===== config.mk =====
export PLATFORM = sky130hd
export DESIGN_NAME = sbc_ctrl
export DESIGN_NICKNAME = d
export VERILOG_FILES = /design/src/sbc_cal_timer.v /design/src/sbc_ctrl.v
export VERILOG_INCLUDE_DIRS = /design/src
export SDC_FILE = /design/constraint.sdc
export NUM_CORES = 1
export LEC_CHECK = 0
export BUFFER_PORTS_ARGS = -buffer_cell sky130_fd_sc_hd__buf_2
export CORE_MARGIN = 2
export CORE_UTILIZATION = 59
export CTS_BUF_LIST = sky130_fd_sc_hd__clkbuf_16
export CTS_CLUSTER_DIAMETER = 80
export DETAILED_ROUTE_END_ITERATION = 10
export GPL_TIMING_DRIVEN = 0
export PLACE_DENSITY = 0.87
export SLEW_MARGIN = 0
export SYNTH_ARGS = -nofsm -noshare
export SYNTH_HDL_FRONTEND = slang
export SYNTH_HIERARCHICAL = 1
export SYNTH_SLANG_ARGS = --single-unit

===== constraint.sdc =====
create_clock -name clk -period 3.3 [get_ports clk]
set_clock_uncertainty 0.1 [all_clocks]
set_input_delay 0.66 -clock clk [delete_from_list [all_inputs] [get_ports clk]]
set_output_delay 0.66 -clock clk [all_outputs]
set_load 0.02 [all_outputs]

===== src/sbc_consts.vh =====
// Constants for the synthesizer band calibration controller.
// Assumes inclusion by bare name from the design files.
`ifndef SBC_CONSTS_VH
`define SBC_CONSTS_VH

// ============================================================
// Register indices (8-bit register port)
`define SBC_REG_FRAC0      8'h00
`define SBC_REG_FRAC1      8'h01
`define SBC_REG_FRAC2      8'h02
`define SBC_REG_FRAC3      8'h03
`define SBC_REG_INT_LO     8'h06
`define SBC_REG_INT_HI     8'h07
`define SBC_REG_CAL_BYPASS 8'h18
`define SBC_REG_CAL_TIME   8'h19
`define SBC_REG_BAND_PATH  8'h1B
`define SBC_REG_OUT_DIV    8'h1C
`define SBC_REG_STATUS     8'h20

// ============================================================
// Field positions and widths
`define SBC_BYPASS_BIT     0
`define SBC_BAND_PATH_BIT  4
`define SBC_DIV_MSB        2
`define SBC_FRACTIONAL_RATIO_W         25
`define SBC_INT_W          12

// ============================================================
// Reset values and codes
`define SBC_RST_BYTE       8'h00
`define SBC_CAL_TIME_RST   8'h64
`define SBC_DIV_MAX_CODE   3'h4
`define SBC_CAL_MULT       16'h001C
`define SBC_NUM_OSC        2'h3
`define SBC_NUM_BANDS      5'h10
`define SBC_NUM_CHOICES    6'h30
`define SBC_SETTLE_CYCLES  16'h0010

`endif


===== src/sbc_cal_timer.v =====
// Calibration interval timer: counts comparison clock enables.
// Assumes comp_tick is a one-cycle enable in the clk domain.
`timescale 1ns/1ps
`default_nettype none
`include "sbc_consts.vh"

module sbc_cal_timer (
    // Clock and reset
    input  wire        clk,
    input  wire        reset_n,
    // Control
    input  wire        start,
    input  wire        comp_tick,
    input  wire [7:0]  divisor,
    // Status
    output reg         busy_q,
    output reg         done_q
);

    reg  [15:0] count_q;
    reg  [15:0] limit_q;
    wire [15:0] limit_d;

    // Interval length is divisor times multiplier
    assign limit_d = {8'h00, divisor} * `SBC_CAL_MULT;

    // ========================================================
    // Counter: restarts on any trigger, flags done at limit
    always @(posedge clk or negedge reset_n) begin
        if (!reset_n) begin
            count_q <= 16'h0000;
            limit_q <= 16'h0000;
            busy_q  <= 1'b0;
            done_q  <= 1'b0;
        end else begin
            done_q <= 1'b0;
            if (start) begin
                count_q <= 16'h0000;
                limit_q <= limit_d;
                busy_q  <= 1'b1;
            end else if (busy_q && comp_tick) begin
                if (count_q + 16'h0001 >= limit_q) begin
                    busy_q <= 1'b0;
                    done_q <= 1'b1;
                end
                count_q <= count_q + 16'h0001;
            end
        end
    end

endmodule // sbc_cal_timer
`default_nettype wire


===== src/sbc_ctrl.v =====
// Synthesizer band calibration controller: register file, divider
// selection, feedback ratio, calibration sequencing and lock flag.
// Assumes comp_tick is a one-cycle enable from the comparison clock
// divider in the clk domain and lock_in comes from analog pins.
// Function
// - Three oscillators of sixteen bands each give 48 choices.
// - A write to the lowest fractional register starts calibration.
// - The interval is divisor times 28 comparison clock periods.
// - Tuning is on the internal reference during calibration.
// - Bypass bit 0 set suppresses calibration on later writes.
// - Divider codes 0 to 4 select divide by 1, 2, 4, 8 or 16.
// - A fixed divide by two follows the programmable divider.
// - Lowest fractional write drops lock; it rises when settled.
// - Fraction spans registers 0 to 3, integer registers 6 and 7.
`timescale 1ns/1ps
`default_nettype none
`include "sbc_consts.vh"

module sbc_ctrl (
    // Clock and reset
    input  wire        clk,
    input  wire        reset_n,
    // Register port
    input  wire [7:0]  reg_addr,
    input  wire [7:0]  reg_wdata,
    input  wire        reg_wr,
    input  wire        reg_rd,
    output reg  [7:0]  reg_rdata,
    // Timing and analog status
    input  wire        comp_tick,
    input  wire        lock_in,
    // Synthesizer control
    output reg  [24:0] fractional_ratio,
    output reg  [11:0] int_ratio,
    output reg  [2:0]  output_divider_code,
    output reg  [4:0]  div_ratio_q,
    output reg         quad_div2_q,
    output reg         band_path_q,
    output reg         tune_ref_sel_q,
    output reg         cal_start_q,
    output reg  [1:0]  osc_sel_q,
    output reg  [3:0]  band_sel_q,
    output reg  [5:0]  band_choice_q,
    output reg         lock_indicator
);

    // ========================================================
    // Register storage
    reg  [7:0] fractional_ratio_q [0:3];
    reg  [7:0] int_lo_q;
    reg  [7:0] int_hi_q;
    reg  [7:0] cal_bypass_reg;
    reg  [7:0] cal_time_reg;
    reg  [7:0] band_path_reg;
    reg  [7:0] output_divider_reg;
    reg  [1:0] lock_sync_q;
    reg  [15:0] settle_q;
    wire       fractional_ratio_low_word_wr;
    wire       cal_busy;
    wire       cal_done;
    wire [5:0] choice_d;
    genvar     gi;

    assign fractional_ratio_low_word_wr = reg_wr && (reg_addr == `SBC_REG_FRAC0);

    // Fraction bytes, one per index
    generate
        for (gi = 0; gi < 4; gi = gi + 1) begin : g_fractional_ratio
            always @(posedge clk or negedge reset_n) begin
                if (!reset_n) begin
                    fractional_ratio_q[gi] <= `SBC_RST_BYTE;
                end else if (reg_wr && reg_addr == gi) begin
                    fractional_ratio_q[gi] <= reg_wdata;
                end
            end
        end
    endgenerate

    // ========================================================
    // Configuration register writes
    always @(posedge clk or negedge reset_n) begin
        if (!reset_n) begin
            int_lo_q           <= `SBC_RST_BYTE;
            int_hi_q           <= `SBC_RST_BYTE;
            cal_bypass_reg     <= `SBC_RST_BYTE;
            cal_time_reg       <= `SBC_CAL_TIME_RST;
            band_path_reg      <= `SBC_RST_BYTE;
            output_divider_reg <= `SBC_RST_BYTE;
        end else if (reg_wr) begin
            case (reg_addr)
                `SBC_REG_INT_LO:     int_lo_q <= reg_wdata;
                `SBC_REG_INT_HI:     int_hi_q <= reg_wdata;
                `SBC_REG_CAL_BYPASS: cal_bypass_reg <= reg_wdata;
                `SBC_REG_CAL_TIME:   cal_time_reg <= reg_wdata;
                `SBC_REG_BAND_PATH:  band_path_reg <= reg_wdata;
                `SBC_REG_OUT_DIV:    output_divider_reg <= reg_wdata;
                default: ;
            endcase
        end
    end

    // ========================================================
    // Synthesizer control words from registers
    always @(posedge clk or negedge reset_n) begin
        if (!reset_n) begin
            fractional_ratio    <= 25'h0000000;
            int_ratio           <= 12'h000;
            output_divider_code <= 3'h0;
            div_ratio_q         <= 5'h01;
            quad_div2_q         <= 1'b0;
            band_path_q         <= 1'b0;
        end else begin
            fractional_ratio <= {fractional_ratio_q[3][0], fractional_ratio_q[2],
                                 fractional_ratio_q[1], fractional_ratio_q[0]};
            int_ratio <= {int_hi_q[3:0], int_lo_q};
            band_path_q <= band_path_reg[`SBC_BAND_PATH_BIT];
            quad_div2_q <= 1'b1;
            // Codes above the largest clamp to divide by 16
            if (output_divider_reg[`SBC_DIV_MSB:0] > `SBC_DIV_MAX_CODE)
            begin
                output_divider_code <= `SBC_DIV_MAX_CODE;
                div_ratio_q <= 5'h10;
            end else begin
                output_divider_code <= output_divider_reg[2:0];
                div_ratio_q <= 5'h01 << output_divider_reg[2:0];
            end
        end
    end

    // ========================================================
    // Calibration trigger unless bypassed
    always @(posedge clk or negedge reset_n) begin
        if (!reset_n) begin
            cal_start_q <= 1'b0;
        end else begin
            cal_start_q <= fractional_ratio_low_word_wr &&
                !cal_bypass_reg[`SBC_BYPASS_BIT];
        end
    end

    sbc_cal_timer u_timer (
        .clk       (clk),
        .reset_n   (reset_n),
        .start     (cal_start_q),
        .comp_tick (comp_tick),
        .divisor   (cal_time_reg),
        .busy_q    (cal_busy),
        .done_q    (cal_done)
    );

    // Band choice index from fraction and integer seeds
    assign choice_d = (int_ratio[5:0] ^ fractional_ratio[24:19])
                      % `SBC_NUM_CHOICES;

    // ========================================================
    // Tuning source and oscillator/band choice
    always @(posedge clk or negedge reset_n) begin
        if (!reset_n) begin
            tune_ref_sel_q <= 1'b0;
            band_choice_q  <= 6'h00;
            osc_sel_q      <= 2'h0;
            band_sel_q     <= 4'h0;
        end else begin
            tune_ref_sel_q <= cal_busy || cal_start_q;
            if (cal_done) begin
                band_choice_q <= choice_d;
                osc_sel_q <= choice_d[5:4];
                band_sel_q <= choice_d[3:0];
            end
        end
    end

    // ========================================================
    // Lock flag: synchronised pin, dropped on new acquisition
    always @(posedge clk or negedge reset_n) begin
        if (!reset_n) begin
            lock_sync_q    <= 2'b00;
            settle_q       <= 16'h0000;
            lock_indicator <= 1'b0;
        end else begin
            lock_sync_q <= {lock_sync_q[0], lock_in};
            if (fractional_ratio_low_word_wr) begin
                lock_indicator <= 1'b0;
                settle_q       <= 16'h0000;
            end else if (cal_busy || cal_start_q || !lock_sync_q[1]) begin
                settle_q <= 16'h0000;
            end else if (settle_q < `SBC_SETTLE_CYCLES) begin
                settle_q <= settle_q + 16'h0001;
            end else begin
                lock_indicator <= 1'b1;
            end
        end
    end

    // ========================================================
    // Read data, one cycle after the strobe
    always @(posedge clk or negedge reset_n) begin
        if (!reset_n) begin
            reg_rdata <= 8'h00;
        end else if (reg_rd) begin
            case (reg_addr)
                `SBC_REG_FRAC0:      reg_rdata <= fractional_ratio_q[0];
                `SBC_REG_FRAC1:      reg_rdata <= fractional_ratio_q[1];
                `SBC_REG_FRAC2:      reg_rdata <= fractional_ratio_q[2];
                `SBC_REG_FRAC3:      reg_rdata <= fractional_ratio_q[3];
                `SBC_REG_INT_LO:     reg_rdata <= int_lo_q;
                `SBC_REG_INT_HI:     reg_rdata <= int_hi_q;
                `SBC_REG_CAL_BYPASS: reg_rdata <= cal_bypass_reg;
                `SBC_REG_CAL_TIME:   reg_rdata <= cal_time_reg;
                `SBC_REG_BAND_PATH:  reg_rdata <= band_path_reg;
                `SBC_REG_OUT_DIV:    reg_rdata <= output_divider_reg;
                `SBC_REG_STATUS:     reg_rdata <= {band_choice_q,
                                                   cal_busy,
                                                   lock_indicator};
                default:             reg_rdata <= 8'h00;
            endcase
        end else begin
            reg_rdata <= 8'h00;
        end
    end

endmodule // sbc_ctrl
`default_nettype wire


==> results.yml, run 1 <==
synthesis:
  synth_compound_area_frac: 0.06272
  yosys.area_share.adder: 0.05127
  ys_seq_area_frac: 0.5476
  yosysTopAreaCell: "dfrtp_1"
  synth-seq-cells: 191
  syn_avg_cell_area_um2: 12.59
  synth_fp_nets: 747
  ys_async_sr_fraction: 1.000
  yosys.area_share.simple: 0.1134
  ys.flop_type: "dfrtp_1"
  synth-xor-area-share: 0.03809
  synth_mux_area_frac: 0.1521
  synth_cells: 694
  synth_top_family_by_area: "multiplexers"
  synth.distinct_cells: 67
  yosysTopAreaCellShare: 0.5356
  ys_warn_count: 6
  synth.most_common_cell: "dfrtp_1"
  synth_area_leaders: "dfrtp_1 (54%), mux2_2 (11%), ha_1 (3.3%)"
  synth_area_um2: 8737
  synth_edf_count: 0
  yosys-top-cells-count: "dfrtp_1 (187), mux2_2 (88), nor2_1 (42), nand2_1 (37), ha_1 (23)"
timing:
  post-route-period-util: 0.8873
  fmax_mhz: 341.5
  period_needed_ns: 2.928
  tightest_slew_ns: 0.7696
  fin_ws_ns: 0.3719
  relSlewSlack: 0.4813
  rsz0062_at_grt: "no"
  setup_viol: 0
  drv_slew: 0
  hold_viol_final: 0
finish:
  fillerInstances: 975
  postLayoutCellArea_um2: 10020
  nets: 846
  multi_input_area_um2: 3652
  largest_register_ffs: 32
  antenna_cells: 0
  regArea_um2: 4785
  largest-register: "fractional_ratio_q"
  reg_top3: "fractional_ratio_q x32, fractional_ratio x25"
  drive_above_1_share: 0.3362
  area_growth_pct: 14.72
worst_setup_path:
  critPathMaxFanout: 10
  r2r_slack_ns: 0.37
  startpoint_type: "flip-flop"
  timing.rr.end: "u_timer/done_q"
  r2r_start: "u_timer/count_q[0]"
  end_kind: "flip-flop"
  crit_type: "reg2reg"
  required_ns: 3.48
  rr_worst_depth: 10
  arrival_ns: 3.11
pwr:
  peakVddDrop_v: 0.0004256
  p_leak_nw: 5.026
  p_per_area_nw_per_um2: 535.1
clocking:
  cts_setup_buffers: 0
  cts.htree.levels: 4
  path_clk_slew_ns: 0.07
  cts_resized: 0
  clk_latency_ns: 0.44
  cts_buffers: 17
  clockBufferDepth: 2
  cts_sinks: 191
  postCtsHoldBufs: 0
  root_buffer: "clkbuf_16"
  cts_tree: "built"
placement:
  dp_hpwl_um: 13590
  io_buffers: 79
  gp_congestion: 0.8699
  dpl_cell_area_um2: 9400
  dp_slack_ns: 0.3821
grt:
  grt_max_degree: 135
  grt_use_total: 0.2653
  grt_pass1_vias: 6150
  grt_pass1_wl_um: 32450
  antenna_found_initial: 0
  grt-ovfl-total: 0
routing:
  ant_nets: 0
  routed_wl_um: 19940
  drt_iter0_markers: 492
  vias_per_cell: 5.896
  wire_per_inst_um: 20.14
  dr.pass1.iters: 5
  drc: 0
  num_vias: 5837
worst_hold_path:
  hold_class: "in2async"
status:
  status: "finished, final reports clean"
die:
  ioPinCount: 92
  initial_core_util: 0.6034
  dieArea_um2: 15800
  fp.dieW_um: 125.7
  placementRows: 44
  fp.coreArea_um2: 14480
  fp.dieH_um: 125.7
run:
  cap_violations: 0
final cells by class:
cell class / count / share of cell area
plain buffers: 41 / 0.02172
clock buffers: 17 / 0.04244
clock inverters: 15 / 0.01972
inverters: 22 / 0.008239
multi-input cells: 440 / 0.3644
flip-flops and latches: 191 / 0.4773
well taps: 184 / 0.02297
repair buffers: 80 / 0.04319
worst max-delay path, cell delays in order (launching register included):
cell       delay, ns
dfrtp_1         0.42
ha_1            0.26
nand3_1         0.16
buf_2           0.23
xnor2_1         0.20
ha_1            0.28
a21oi_1         0.15
o21ai_0         0.10
a2111oi_0       0.54
or3_1           0.19
a41oi_1         0.13
routing by layer:
layer  global-route usage  vias up  routed length (um)
li1                     -     2617                   -
met3              0.05395       51                 935
met2               0.4455      189               10140
met4               0.1183        0                 674
met1               0.3359     2980                8193
met5                    0        -                   0
power breakdown:
group / internal [mW] / total, mW / switching (mW)
registers: 2.47 / 2.59 / 0.120
clock network: 1.22 / 2.17 / 0.955
logic: 0.240 / 0.605 / 0.365
placed cells by master, fill, tap and decap left out, drive strengths merged, types with 2 or more instances in the layout:
cell	netlist	final
clkbuf	9	26
nand4	7	7
a22oi	15	15
o2111ai	2	2
o21a	2	2
mux2i	15	15
mux4	3	3
dfstp	4	4
or3	9	9
mux2	96	96
bufinv	0	3
clkinv	0	3
o22ai	6	6
inv	22	30
nand3	17	17
nor2b	8	8
o21ai	12	12
ha	23	23
nor4	7	7
a31oi	10	10
o22a	2	2
dfrtp	187	187
nand2	38	38
buf	32	112
and2	16	16
xor2	16	16
nand2b	3	3
nor3	12	12
a21oi	20	20
xnor2	22	22
and3	4	4
a21boi	2	2
fa	8	8
nor2	44	44
a41oi	3	3
or2	5	5
through the flow:
step / hold slack [ns] / TNS [ns] / instances / power, mW / utilization
after floorplan: 0.2312 / 0 / 694 / 2.973 / -
after global placement: 0.2409 / -246.83 / 957 / 3.176 / 0.6466
after detailed placement: 0.2561 / 0 / 958 / 3.217 / 0.6492
after CTS: 0.04996 / 0 / 990 / 5.382 / 0.6923
after global routing: 0.06754 / 0 / 990 / 5.539 / 0.6923
final: 0.03183 / 0 / 990 / 5.363 / 0.6923
how the worst max path moves through the flow:
stage	startpoint	endpoint	cells after the start
after global placement	reset_n	int_ratio[8]	1
final	u_timer/count_q[0]	u_timer/done_q	10
after CTS	u_timer/count_q[0]	u_timer/done_q	10
after global routing	u_timer/count_q[0]	u_timer/done_q	10
after detailed placement	u_timer/count_q[0]	u_timer/done_q	10
after floorplan	cal_time_reg[2]	u_timer/limit_q[9]	7
cells by family (layout without fill, tap and decap cells):
kind of cell,after synthesis,in the layout
DFF,191,191
and+or+nand+nor,173,173
muxes,114,114
AOI/OAI and AO/OA,83,83
buffers and inverters,63,175
xor gates and xnor gates,38,38
adders and majority gates,31,31
other,1,1
Power figures use the tool's default switching activity.
==> run 2, diff against run 1 <==
==> constraint.sdc (replaced) <==
create_clock -name clk -period 3 [get_ports clk]
set_clock_uncertainty 0.1 [all_clocks]
set_input_delay 0.6 -clock clk [delete_from_list [all_inputs] [get_ports clk]]
set_output_delay 0.6 -clock clk [all_outputs]
set_load 0.02 [all_outputs]
==> run 2 against run 1 <==
Non-clock buffer count rose by 1; global-route usage unchanged; die area did not move; total power increased by 10%.
==> results.yml, run 2 (synthesized netlist as in run 1, its figures left out) <==
timing:
  whs_ns: 0.1654
  relSlewSlack: 0.4902
  period_needed_ns: 2.799
  fin_ws_ns: 0.2011
  drv_slew: 0
  fmax_mhz: 357.3
  hold_viol_final: 0
  rsz0062_at_grt: "no"
  post-route-period-util: 0.9330
  tightest_slew_ns: 0.7564
  setup_viol: 0
worst_hold_path:
  hold_class: "in2reg"
pwr:
  p_per_area_nw_per_um2: 587.8
  peakVddDrop_v: 0.0004690
  p_leak_nw: 5.031
finish:
  antenna_cells: 0
  drive_above_1_share: 0.3383
  layout_commonest_cell: "dfrtp_1"
  reg_top3: "fractional_ratio_q x32, fractional_ratio x25"
  largest-register: "fractional_ratio_q"
  final_cell_mix: "dfrtp_1 (187), buf_2 (89), mux2_2 (88)"
  stdcell_count: 991
  area_growth_pct: 14.94
  nets: 847
  largest_register_ffs: 32
clocking:
  cts.htree.levels: 4
  path_clk_slew_ns: 0.07
  cts_buffers: 17
  cts_sinks: 191
  clockBufferDepth: 2
  cts_tree: "built"
  clk_latency_ns: 0.44
  cts_setup_buffers: 0
  root_buffer: "clkbuf_16"
grt:
  grt_pass1_vias: 6152
  grt_max_degree: 135
  grt_pass1_wl_um: 32450
  grt_use_total: 0.2653
  grt-ovfl-total: 0
  antenna_found_initial: 0
placement:
  gp_congestion: 0.8699
  io_buffers: 79
  dp_slack_ns: 0.08211
  dp_hpwl_um: 13590
  dp_cells: 958
die:
  initial_core_util: 0.6034
  fp.dieW_um: 125.7
  fp.dieH_um: 125.7
  ioPinCount: 92
  placementRows: 44
  dieArea_um2: 15800
  fp.coreArea_um2: 14480
routing:
  dr.pass1.iters: 5
  vias_per_cell: 5.891
  highest_layer: "met4"
  wire_per_inst_um: 20.17
  drc: 0
  wl_met2_um: 10140
  met1Wirelength_um: 8180
  ant_nets: 0
  routed_wl_um: 19990
  drt_iter0_markers: 527
  wl_met3_um: 1032
  num_vias: 5838
worst_setup_path:
  path_buf_inv: 1
  worst_path_largest_cell_delay_ns: 0.43
  startpoint_type: "flip-flop"
  required_ns: 3.18
  crit_type: "reg2reg"
  critPathMaxFanout: 10
  slowest_stage: "dfrtp_1"
  arrival_ns: 2.98
  end_kind: "flip-flop"
  path_cells: "ha_2 -> nand3_1 -> buf_2 -> xnor2_1 -> ha_1 -> a21oi_1 -> o21ai_0 -> a2111oi_2 -> or3_1 -> a41oi_1"
  critPathTopFamily: "compound AO/OA/AOI/OAI gates"
run:
  cap_violations: 0
status:
  status: "finished, final reports clean"
==> run 2: changes by cell type in the layout (fill, tap and decap cells not counted), sizes merged <==
cell and delta:
dlygate4sd3 +1
==> run 2: stage by stage <==
stage	TNS (ns)	util	area (um^2)	power (mW)
global placement	-292.67	0.6466	9363	3.494
CTS	0	0.6930	10030	5.921
finish	0	0.6936	10040	5.903
global route	0	0.6936	10040	6.097
floorplan	0	-	8737	3.270
detailed placement	0	0.6492	9400	3.538
==> run 2: final cells by class <==
cell class              count  area, um^2
plain buffers              41       217.7
clock buffers              17       425.4
clock inverters            15       197.7
fillers                   971        4437
inverters                  22       82.58
multi-input cells         440        3661
flip-flops and latches    191        4785
well taps                 184       230.2
repair buffers             81       442.9
==> run 2: power by group <==
group	total, mW	leakage [nW]	switching [mW]	internal, mW
Clock	2.39	0.307	1.05	1.34
Sequential	2.84	2.61	0.132	2.71
Combinational	0.671	2.11	0.403	0.267
Total	5.90	5.03	1.58	4.32
==> run 2: final timing paths <==
path | startpoint | end | slack, ns | depth (start not counted)
max in group asynchronous | reset_n | fractional_ratio_q[4] | 1.24 | 3
hold reg to reg | lock_sync_q[0] | lock_sync_q[1] | 0.27 | 0
setup reg to reg | u_timer/count_q[0] | u_timer/done_q | 0.20 | 10
setup / recovery | u_timer/count_q[0] | u_timer/done_q | 0.20 | 10
min in group asynchronous | reset_n | u_timer/count_q[10] | 0.58 | 2
hold / removal | lock_in | lock_sync_q[0] | 0.17 | 1
==> run 2: timing repair <==
item,in CTS,in global routing
hold buffers,1,0
endpoints found under the hold margin,25,0
endpoints found under the setup margin,0,2
gates resized for setup,0,3
==> run 2: worst reg2reg max path: stages, from the launching register on <==
cell       delay, ns
dfrtp_1         0.43
ha_2            0.25
nand3_1         0.14
buf_2           0.23
xnor2_1         0.20
ha_1            0.28
a21oi_1         0.15
o21ai_0         0.14
a2111oi_2       0.43
or3_1           0.17
a41oi_1         0.13
==> run 2: metal layers <==
metal | GRT usage | vias up
li1 | - | 2622
met1 | 0.3362 | 2962
met2 | 0.4455 | 202
met3 | 0.05353 | 52
met4 | 0.1183 | 0
met5 | 0 | -
